[src/io_switch_pkg.sv]
/*
 Shared constants and types for the I/O switch matrix: source and
 destination counts, register map, line field layout, store slots.
 Assumes a single 10 MHz ref_clk domain.
*/
package io_switch_pkg;
   localparam int SRC_COUNT = 25;
   localparam int DST_COUNT = 23;
   localparam int SRC_W = 5;
   localparam int DST_W = 5;
   localparam int SET_COUNT = 8;
   localparam int SET_W = 3;
   localparam logic [SRC_W-1:0] SRC_IDLE = 5'h1F;
   localparam logic [4:0] SRC_EXT_IN0 = 5'h00;
   localparam logic [4:0] SRC_SERIAL_RX = 5'h04;
   localparam logic [4:0] SRC_UART1_TX = 5'h05;
   localparam logic [4:0] SRC_STROBE0 = 5'h06;
   localparam logic [4:0] SRC_STROBE1 = 5'h07;
   localparam logic [4:0] SRC_PWM_A = 5'h08;
   localparam logic [4:0] SRC_PWM_B = 5'h09;
   localparam logic [4:0] SRC_EXPOSE = 5'h0A;
   localparam logic [4:0] SRC_READOUT = 5'h0B;
   localparam logic [4:0] SRC_SEQ_PULSE = 5'h0C;
   localparam logic [4:0] SRC_PWM_C = 5'h0D;
   localparam logic [4:0] SRC_PWM_D = 5'h0E;
   localparam logic [4:0] SRC_SEQ_ACTIVE = 5'h0F;
   localparam logic [4:0] SRC_DEBOUNCE = 5'h10;
   localparam logic [4:0] SRC_PRESCALE = 5'h11;
   localparam logic [4:0] SRC_SEQ_MASK = 5'h12;
   localparam logic [4:0] SRC_LOGIC = 5'h13;
   localparam logic [4:0] SRC_STROBE2 = 5'h14;
   localparam logic [4:0] SRC_STROBE3 = 5'h15;
   localparam logic [4:0] SRC_LENS_RX = 5'h16;
   localparam logic [4:0] SRC_TRIG_FB = 5'h17;
   localparam logic [4:0] SRC_UART2_TX = 5'h18;
   // Register map, byte addresses
   localparam logic [7:0] ADDR_LINE_BASE = 8'h00;
   localparam logic [7:0] ADDR_CTRL = 8'h60;
   localparam logic [7:0] ADDR_STATUS = 8'h64;
   localparam logic [7:0] ADDR_STEP_NS = 8'h68;
   // Line register fields
   localparam int LINE_SRC_LSB = 0;
   localparam int LINE_INV_BIT = 8;
   localparam int LINE_FORCE_BIT = 9;
   // Control register fields
   localparam int CTRL_SET_LSB = 0;
   localparam int CTRL_STORE_BIT = 4;
   localparam int CTRL_RECALL_BIT = 5;
   localparam int CTRL_DEFAULT_BIT = 6;
   localparam int CTRL_BOOT_LSB = 8;
   localparam logic [SET_W-1:0] BOOT_SET_RESET = 3'h0;
   // Timing
   localparam int SYS_STEP_NS = 15;
   localparam real SYS_CLK_MHZ = 66.6;
   localparam real REF_CLK_MHZ = 10.0;
   typedef struct packed {
      logic force_high;
      logic invert;
      logic [SRC_W-1:0] src;
   } line_cfg_t;
   localparam line_cfg_t LINE_RESET = '{force_high: 1'b0, invert: 1'b0, src: SRC_IDLE};
   typedef struct packed {
      logic [7:0] addr;
      logic [31:0] wdata;
      logic wr;
      logic rd;
   } bus_req_t;
   typedef struct packed {
      logic [3:0] ext_in;
      logic serial_rx;
      logic lens_rx;
      logic trig_feedback;
      logic expose;
      logic readout;
   } pin_in_t;
   typedef struct packed {
      logic uart1_tx;
      logic uart2_tx;
      logic [3:0] strobe;
      logic [3:0] pwm;
      logic seq_pulse;
      logic seq_mask;
      logic seq_active;
      logic debounce;
      logic prescale;
      logic logic_result;
   } module_out_t;
endpackage

[src/io_line_stage.sv]
/*
 One destination line: registered source select, inversion, force high.
 Assumes the source vector is already synchronous to ref_clk.
*/
module io_line_stage
   import io_switch_pkg::*;
(
   input wire logic ref_clk,
   input wire logic rst_b,
   input wire logic [SRC_COUNT-1:0] src_vec,
   input wire line_cfg_t cfg,
   output logic line_out
);
   typedef struct packed {
      logic out;
   } stage_state_t;
   stage_state_t state, next_state;
   logic picked;
   always_comb begin
      next_state = state;
      picked = 1'b0;
      if (cfg.src < SRC_W'(SRC_COUNT)) begin
         picked = src_vec[cfg.src];
      end
      if (cfg.force_high) begin
         picked = 1'b1;
      end
      next_state.out = picked ^ cfg.invert;
   end
   always_ff @(posedge ref_clk or negedge rst_b) begin
      if (!rst_b) begin
         state <= '0;
      end else begin
         state <= next_state;
      end
   end
   assign line_out = state.out;
endmodule

[src/io_switch_matrix.sv]
/*
 Switch matrix that routes 25 sources to 23 destination lines, with
 per-line inversion and force high, and eight stored configuration sets.
 Assumes pins arrive asynchronously and module outputs are on ref_clk.
 Registers are reached over a plain strobe port with one-cycle read data.
*/
// Contract
// - Any source routes to any destination line
// - Destination lines indexed zero through twenty-two
// - Store routing on request, restore defaults internally
// - Sources zero to three are trigger pins
// - Sources 6,7,20,21 carry pulse-loop strobes
// - Sequencer PWM, pulse, mask, active on sources
// - Debounce, prescale, logic results on 16,17,19
// - Serial receive, lens receive, UARTs, feedback sources
// - Durations count in fifteen nanosecond steps
// - Configuration writes take effect immediately
// - Eight stored sets, recall, stored set boot_set (zero after reset) loaded at start
// - Each line may be inverted
// - Force high, or low when inverted
module io_switch_matrix
   import io_switch_pkg::*;
(
   input wire logic ref_clk,
   input wire logic rst_b,
   input wire bus_req_t bus,
   output logic [31:0] rdata,
   input wire pin_in_t pins,
   input wire module_out_t mods,
   output logic [DST_COUNT-1:0] dest_line,
   output logic store_busy
);
   typedef enum logic [1:0] {ST_BOOT, ST_RUN} mode_t;
   typedef struct packed {
      pin_in_t sync1;
      pin_in_t sync2;
      line_cfg_t [DST_COUNT-1:0] live;
      logic [SET_W-1:0] set_index;
      logic [SET_W-1:0] boot_set;
      logic [31:0] rdata;
      logic busy;
      mode_t mode;
   } matrix_state_t;
   matrix_state_t state, next_state;
   logic [SRC_COUNT-1:0] src_vec;
   logic [DST_COUNT-1:0] line_q;
   logic [DST_W-1:0] line_idx;
   logic line_hit;
   line_cfg_t [SET_COUNT-1:0][DST_COUNT-1:0] nv_sets, next_nv_sets;
   line_cfg_t wr_cfg;
   logic [31:0] line_word;
   always_comb begin
      src_vec = '0;
      src_vec[3:0] = state.sync2.ext_in;
      src_vec[SRC_SERIAL_RX] = state.sync2.serial_rx;
      src_vec[SRC_UART1_TX] = mods.uart1_tx;
      src_vec[SRC_STROBE0] = mods.strobe[0];
      src_vec[SRC_STROBE1] = mods.strobe[1];
      src_vec[SRC_PWM_A] = mods.pwm[0];
      src_vec[SRC_PWM_B] = mods.pwm[1];
      src_vec[SRC_EXPOSE] = state.sync2.expose;
      src_vec[SRC_READOUT] = state.sync2.readout;
      src_vec[SRC_SEQ_PULSE] = mods.seq_pulse;
      src_vec[SRC_PWM_C] = mods.pwm[2];
      src_vec[SRC_PWM_D] = mods.pwm[3];
      src_vec[SRC_SEQ_ACTIVE] = mods.seq_active;
      src_vec[SRC_DEBOUNCE] = mods.debounce;
      src_vec[SRC_PRESCALE] = mods.prescale;
      src_vec[SRC_SEQ_MASK] = mods.seq_mask;
      src_vec[SRC_LOGIC] = mods.logic_result;
      src_vec[SRC_STROBE2] = mods.strobe[2];
      src_vec[SRC_STROBE3] = mods.strobe[3];
      src_vec[SRC_LENS_RX] = state.sync2.lens_rx;
      src_vec[SRC_TRIG_FB] = state.sync2.trig_feedback;
      src_vec[SRC_UART2_TX] = mods.uart2_tx;
   end
   // One stage per destination line
   generate
      for (genvar d = 0; d < DST_COUNT; d++) begin : g_line
         io_line_stage u_stage (
            .ref_clk(ref_clk),
            .rst_b(rst_b),
            .src_vec(src_vec),
            .cfg(state.live[d]),
            .line_out(line_q[d])
         );
      end
   endgenerate
   assign line_idx = bus.addr[DST_W+1:2];
   assign line_hit = (bus.addr[7:DST_W+2] == 1'b0) && (line_idx < DST_W'(DST_COUNT));
   assign wr_cfg = '{force_high: bus.wdata[LINE_FORCE_BIT], invert: bus.wdata[LINE_INV_BIT],
      src: bus.wdata[LINE_SRC_LSB +: SRC_W]};
   // Line register word: source, inversion and force at their fields
   always_comb begin
      line_word = '0;
      line_word[LINE_SRC_LSB +: SRC_W] = state.live[line_idx].src;
      line_word[LINE_INV_BIT] = state.live[line_idx].invert;
      line_word[LINE_FORCE_BIT] = state.live[line_idx].force_high;
   end
   always_comb begin
      next_state = state;
      next_state.sync1 = pins;
      next_state.sync2 = state.sync1;
      next_state.rdata = '0;
      next_state.busy = 1'b0;
      next_nv_sets = nv_sets;
      case (state.mode)
         ST_BOOT: begin
            next_state.live = nv_sets[state.boot_set];
            next_state.mode = ST_RUN;
         end
         ST_RUN: begin
            if (bus.wr) begin
               if (line_hit) begin
                  next_state.live[line_idx] = wr_cfg;
               end else if (bus.addr == ADDR_CTRL) begin
                  next_state.set_index = bus.wdata[CTRL_SET_LSB +: SET_W];
                  next_state.boot_set = bus.wdata[CTRL_BOOT_LSB +: SET_W];
                  if (bus.wdata[CTRL_STORE_BIT]) begin
                     next_nv_sets[bus.wdata[CTRL_SET_LSB +: SET_W]] = state.live;
                     next_state.busy = 1'b1;
                  end else if (bus.wdata[CTRL_RECALL_BIT]) begin
                     next_state.live = nv_sets[bus.wdata[CTRL_SET_LSB +: SET_W]];
                  end else if (bus.wdata[CTRL_DEFAULT_BIT]) begin
                     next_state.live = {DST_COUNT{LINE_RESET}};
                  end
               end
            end
            if (bus.rd) begin
               if (line_hit) begin
                  next_state.rdata = line_word;
               end else if (bus.addr == ADDR_CTRL) begin
                  next_state.rdata[CTRL_SET_LSB +: SET_W] = state.set_index;
                  next_state.rdata[CTRL_BOOT_LSB +: SET_W] = state.boot_set;
               end else if (bus.addr == ADDR_STATUS) begin
                  next_state.rdata = 32'(line_q);
               end else if (bus.addr == ADDR_STEP_NS) begin
                  next_state.rdata = 32'(SYS_STEP_NS);
               end
            end
         end
         default: begin
            next_state.mode = ST_BOOT;
         end
      endcase
   end
   always_ff @(posedge ref_clk or negedge rst_b) begin
      if (!rst_b) begin
         state.sync1 <= '0;
         state.sync2 <= '0;
         state.live <= {DST_COUNT{LINE_RESET}};
         state.set_index <= '0;
         state.boot_set <= BOOT_SET_RESET;
         state.rdata <= '0;
         state.busy <= 1'b0;
         state.mode <= ST_BOOT;
      end else begin
         state.sync1 <= next_state.sync1;
         state.sync2 <= next_state.sync2;
         state.live <= next_state.live;
         state.set_index <= next_state.set_index;
         state.boot_set <= next_state.boot_set;
         state.rdata <= next_state.rdata;
         state.busy <= next_state.busy;
         state.mode <= next_state.mode;
      end
   end
   // Stored sets survive the block reset, as nonvolatile contents would
   always_ff @(posedge ref_clk) begin
      nv_sets <= next_nv_sets;
   end
   assign rdata = state.rdata;
   assign dest_line = line_q;
   assign store_busy = state.busy;
endmodule

[config.mk]
export PLATFORM = sky130hd
export DESIGN_NAME = io_switch_matrix
export DESIGN_NICKNAME = d
export VERILOG_FILES = /design/src/io_switch_pkg.sv /design/src/io_line_stage.sv /design/src/io_switch_matrix.sv
export SDC_FILE = /design/constraint.sdc
export NUM_CORES = 2
export LEC_CHECK = 0
export BUFFER_PORTS_ARGS = -buffer_cell sky130_fd_sc_hd__buf_2
export CAP_MARGIN = 20
export CORE_UTILIZATION = 30
export DETAILED_ROUTE_END_ITERATION = 10
export HOLD_SLACK_MARGIN = 0.06
export PLACE_DENSITY = 0.56
export SLEW_MARGIN = 20
export SYNTH_ARGS = -nofsm -noshare
export SYNTH_HDL_FRONTEND = slang
export SYNTH_SLANG_ARGS = --single-unit
[constraint.sdc]
create_clock -name ref_clk -period 42.2 [get_ports ref_clk]
set_input_delay 2.11 -clock ref_clk [delete_from_list [all_inputs] [get_ports ref_clk]]
set_output_delay 2.11 -clock ref_clk [all_outputs]
set_load 0.02 [all_outputs]
# ---- After elaboration in Yosys (flattened, before gate mapping)
# Index checks and enable logic that the tools add are counted.
# Widths: inputs -> output; s select.
dict set report totals {
  register_bits 1531
  inputBits 69
  out_inout_bits 56
  wordCells 880
}
dict set report classes {
  magnitude_cmp 52
  n_eq_ne 8
  n_mux 126
  bitwise_logic 25
  reduce_logical 8
}
# op count
set ops {}
lappend ops {{$bwmux 1288} 1}
lappend ops {{$mux 161} 7}
lappend ops {{$bmux 161 s3} 2}
lappend ops {{$demux 161 s3} 1}
lappend ops {{$mux 167} 2}
lappend ops {{$pmux 161 s2} 1}
lappend ops {{$bwmux 161} 1}
lappend ops {{$lt 5x6->1 const B} 24}
lappend ops {{$lt 5x5->1 const B} 24}
lappend ops {{$bmux 1 s5} 23}
lappend ops {{$mux 32} 3}
lappend ops {{$mux 1} 73}
lappend ops {{$bmux 7 s5} 1}
lappend ops {{$demux 7 s5} 1}
lappend ops {{$mux 33} 1}
lappend ops {{$eq 8x7->1 const B} 3}
lappend ops {{$xor 1x1->1} 23}
lappend ops {{$mux 21} 1}
lappend ops {{$mux 7} 2}
lappend ops {{$reduce_and 5->1} 2}
lappend ops {{$lt 3x4->1 const B} 2}
lappend ops {{$mux 3} 2}
lappend ops {{$mux 6} 1}
lappend ops {{$ne 3x3->1 const B} 2}
lappend ops {{other kinds (13)} 16}

# ---- Longest topological paths before layout
dict set report depth {
  depth_word 8
  mapped_depth 10
  depth_no_buf 5
}

# ---- Modules after synthesis
# From an unflattened synthesis, not the netlist that was laid out.
dict set report unflattened {
  cells_unflattened 4840
  area_unflattened_um2 77951.0
}
# module n_inst cells_each area_per_inst_um2 seq_area_each_um2
set by_module_without_submodules {}
lappend by_module_without_submodules {io_switch_matrix 1 4173 70324.9 44076.0}
lappend by_module_without_submodules {io_line_stage 23 29 331.6 25.0}

# ---- Worst setup path after synthesis
# Ideal clock, no wire load.
dict set report synth_timing {
  path_kind {input port to flip-flop}
  startpoint {input port bus[2] (netlist name)}
  endpoint {register nv_sets[161] (netlist name), enable pin}
  setup_time_ns 1.076
  t_arrival_ns 18.670
  required_time_ns 41.124
  path_slack_ns 22.454
  path_stages 7
  n_path_buf 5
  path_cell_list {buf_2 -> buf_2 -> buf_2 -> buf_2 -> buf_1 -> nand2_1 -> nor4_1}
}
# item line
set synth_rtl {}
lappend synth_rtl {{start: declaration} io_switch_matrix.sv:26} ;# input wire bus_req_t bus,
lappend synth_rtl {{end signal: assignment} io_switch_matrix.sv:170} ;# nv_sets <= next_nv_sets;
lappend synth_rtl {{end: declaration} io_switch_matrix.sv:49} ;# line_cfg_t [SET_COUNT-1:0][DST_COUNT-1:0] nv_sets, next_nv_sets;

# ---- Worst setup path after layout
dict set report layout_timing {
  startpoint {input port bus[2] (netlist name)}
  endpoint {register state[45] (netlist name)}
}
dict set report layout_via {
  elab_chain_len 8
}
# item line
set layout_rtl {}
lappend layout_rtl {{$bmux 161 s3} io_switch_matrix.sv:123} ;# next_state.live = nv_sets[bus.wdata[CTRL_SET_LSB +: SET_W]];
lappend layout_rtl {{$mux 161 (implied by the code)} io_switch_matrix.sv:123}
lappend layout_rtl {{$mux 161} io_switch_matrix.sv:122} ;# end else if (bus.wdata[CTRL_RECALL_BIT]) begin
lappend layout_rtl {{$mux 161} io_switch_matrix.sv:119} ;# if (bus.wdata[CTRL_STORE_BIT]) begin
lappend layout_rtl {{$mux 167} io_switch_matrix.sv:116} ;# end else if (bus.addr == ADDR_CTRL) begin
lappend layout_rtl {{$mux 161} io_switch_matrix.sv:114} ;# if (line_hit) begin
lappend layout_rtl {{$mux 167} io_switch_matrix.sv:113} ;# if (bus.wr) begin
lappend layout_rtl {{$pmux 161 s2} io_switch_matrix.sv:107} ;# case (state.mode)
lappend layout_rtl {{end: declaration} io_switch_matrix.sv:44} ;# matrix_state_t state, next_state;
# No other way between the ends. The select of a mux whose other input is x is not followed.
# A chain may end at the register's enable or synchronous reset.

==> summary.txt <==
Status
  • Result of the run: complete, but fails checks
  • Failing checks: design-rule violations

Global routing
  • Total grt overflow: 0
  • Wire length of the first global-routing pass: 367,000 um
  • Via count of the first global-routing pass: 48.7k
  • Maximum number of pins on one net before global-route repair: 118
  • Global-route usage over all layers: 19.9%
  • Antenna violations before repair: 39

Clocking
  • Clock edge transition at the registers on the reported setup and hold paths: 60 ps
  • Number of clock sinks: 1,521
  • Number of H-tree branching levels: 4
  • Maximum number of buffers from clock root to sink: 3
  • Clk Tree Root Cell: sky130_fd_sc_hd__clkbuf_16
  • Hold buffer count at cts: 0
  • Post-CTS Setup Inserts: 0
  • Num CTS Buffers: 166
  • Clock insertion delay at the later pin of the skew report: 860 ps
  • TritonCTS clock tree: yes
  • Resized cells post-CTS: 0

Power
  • Clock share of power: 41.9%
  • Register share of total power: 48.9%
  • Logic gate share of total power: 9.2%
  • Sw frac: 25.3%
  • Internal power component: 0.00273 W
  • Max rail drop VDD: 44.1 uV
  • Areal power density over the cells: 42.3 nW/um2
  • Switching power: 0.000924 W
  • Pleak: 26.6 nW
  • Total power consumption of the routed design: 0.00366 W

Die
  • Boundary pin count: 125
  • Core Box Area: 254,000 um2
  • Die Height: 507 um
  • Area enclosed by the die boundary: 257,000 um2
  • # rows: 185
  • Starting density of the core: 30.2%
  • Overall die width: 507 um

Job
  • Max-cap check violation count: 0

Synthesis
  • Async S/R FF share, synth: 15.3%
  • Top cell types by occurrence after synthesis: 1,288 x sky130_fd_sc_hd__edfxtp_1, 707 x sky130_fd_sc_hd__mux4_2, 295 x sky130_fd_sc_hd__mux2i_1
  • Sequential cell area fraction in the yosys report: 58.3%
  • Post-synthesis cell count: 4,629
  • Count leader, synth: sky130_fd_sc_hd__edfxtp_1
  • Number of storage elements in the synthesis netlist: 1,521
  • YS warnings: 0
  • Top cells by area, synth: sky130_fd_sc_hd__edfxtp_1 50%, sky130_fd_sc_hd__mux4_2 21%, sky130_fd_sc_hd__dfstp_2 3.9%, sky130_fd_sc_hd__dfrtp_1 3.9%, sky130_fd_sc_hd__mux2i_1 3.9%
  • Cell taking the most area after synthesis: sky130_fd_sc_hd__edfxtp_1
  • Count of flip-flops with a built-in enable after synthesis: 1,288
  • Top FF cell, synth: sky130_fd_sc_hd__edfxtp_1
  • Cell variety after synth: 80
  • Share of Yosys cell area claimed by the top area cell type: 50.5%
  • Synthesized area per cell: 16.5 um2
  • Cell area after technology mapping: 76,600 um2

Worst setup path
  • Setup slack of the most critical reg-to-reg path: 37,940 ps
  • Crit Reg-Reg Endpoint: state[170]
  • Arrival time reported for the critical path endpoint: 6630 ps
  • Launching point of the worst reg2reg path: state[0]
  • Startpoint Class: input pin
  • Required time reported for the critical path endpoint: 42,930 ps
  • Max Fanout on Critical Path: 51
  • Critical Path Sink Type: flop
  • Critical path start-end classification: in -> reg
  • Logic depth of the worst register-to-register path: 8

Min path
  • Cell depth of the worst min-delay path: 0
  • Worst Hold Class: reg -> reg
  • Origin of the worst min-delay path: next_state[203]
  • Endpoint of the worst hold path: src_vec[10]

Layout
  • Post-route cell area: 86,300 um2
  • Number of nets in the final layout: 4,602
  • Layout overhead on the synthesized area: 12.7%
  • Share of post-route cells with drive strength above 1: 33.3%

Timing
  • Final number of max-transition violations: 0
  • Final setup violating endpoints: 0
  • Clock skew: 52.3 ps
  • Unrepaired setup endpoints after global routing: no
  • Share of the cycle needed by the critical path after routing: 14.0%
  • Relative slew slack: 19.0%
  • Number of endpoints with negative hold slack in the final report: 0
  • Setup TNS: 0 ps
  • Final critical delay including setup and external delays: 5900 ps
  • Slew at the pin with the worst max-slew slack: 1210 ps
  • Highest clock rate: 169 MHz

Route
  • Vias: 48.4k
  • Number of remaining DRC errors: 2
  • Number of design-rule violations left by the first detailed-router iteration: 5,864
  • Routed wirelength normalized by instance count: 32.2 um
  • Count of nets left with antenna violations after detail routing: 0
  • Average vias per placed instance: 5.99
  • TritonRoute pass-1 iters: 6
  • Total routed wirelength: 260,000 um

Placement
  • Placed cell area: 80,400 um2
  • Count of input and output buffers: 93
  • Total half-perimeter wirelength after legalization and detailed placement: 148,000 um
  • Gp weighted congestion: 0.881
[critical path, stage by stage]
cell	delay (ps)
sky130_fd_sc_hd__buf_8	400
sky130_fd_sc_hd__buf_4	710
sky130_fd_sc_hd__buf_4	680
sky130_fd_sc_hd__buf_4	730
sky130_fd_sc_hd__buf_4	660
sky130_fd_sc_hd__mux4_2	590
sky130_fd_sc_hd__mux2i_1	150
sky130_fd_sc_hd__a221oi_1	100
sky130_fd_sc_hd__o21ai_0	230
sky130_fd_sc_hd__o21ai_0	120
[layout make-up]
class	instances	area, um2
well taps	3366	4210
clock inverters	83	1120
repair buffers	235	1730
fillers	24000	168000
inverters	27	101
clock buffers	231	4700
flip-flops and latches	1521	44700
diodes	21	52.6
multi-input cells	2582	29700
[layout by cell type (no fill, tap or decap), drive strengths merged, types with 76 or more instances in the layout]
cell / Yosys / layout
mux4: 707 / 707
o21ai: 100 / 100
clkbuf: 261 / 231
dfrtp: 118 / 118
a21oi: 117 / 117
edfxtp: 1288 / 1288
mux2: 156 / 156
nand2: 164 / 164
dfstp: 115 / 115
mux2i: 295 / 295
o22ai: 142 / 142
nor2: 184 / 184
buf: 246 / 235
a221oi: 76 / 76
[how the worst max path moves through the flow]
stage,start,end,cells past startpoint
3_3_place_gp,bus[2],state[45],10
2_1_floorplan,bus[2],nv_sets[161],7
6_report,bus[2],state[45],10
4_1_cts,bus[2],state[45],10
5_1_grt,bus[2],state[45],10
3_5_place_dp,bus[2],state[45],10
[power groups by stage]
| stage | Combinational [W] | Clock, W | Sequential [W] |
|---|---|---|---|
| global route | 0.000351 | 0.00161 | 0.00179 |
| detailed placement | 0.000332 | 0 | 0.00182 |
| CTS | 0.000333 | 0.00156 | 0.00179 |
| global placement | 0.000330 | 0 | 0.00181 |
| floorplan | 0.000253 | 0 | 0.00175 |
| finish | 0.000336 | 0.00153 | 0.00179 |
[through the flow]
| stage | hold WS, ps | worst slack [ps] | util [%] | instances |
|---|---|---|---|---|
| finish | 336 | 36300 | 34.0 | 8066 |
| global route | 352 | 35940 | 34.0 | 8051 |
| CTS | 343 | 36260 | 34.0 | 8045 |
| detailed placement | 336 | 35380 | 31.7 | 7731 |
| global placement | 332 | 35350 | 31.7 | 7731 |
| floorplan | 331 | 22450 | - | 4637 |
[logic make-up after synthesis]
logic type | after synthesis | synth area share [%]
DFF | 1521 | 58.3
muxes | 1158 | 26.9
AOI/OAI and AO/OA | 756 | 7.11
and+or+nand+nor | 635 | 4.25
buffers and inverters | 534 | 3.14
xor gates and xnor gates | 23 | 0.263
other | 2 | 0.00980
[metal layers]
| metal | global-route usage [%] | part of all wire [%] | routed length [um] | vias to the layer above |
|---|---|---|---|---|
| met3 | 4.46 | 9.3 | 24200 | 656 |
| li1 | - | - | - | 19100 |
| met5 | 0 | 0.13 | 345 | - |
| met4 | 10.3 | 5.5 | 14400 | 24 |
| met1 | 25.7 | 39 | 100000 | 25800 |
| met2 | 31.3 | 47 | 121000 | 2772 |
[registers in the layout (all words and copies together) (netlist names)]
register                 cells
nv_sets                   1288
store_busy                   1
g_line.u_stage.line_out     23
state                      168
rdata                       23
src_vec                      9
next_state                   9
Power figures use the tool's default switching activity.
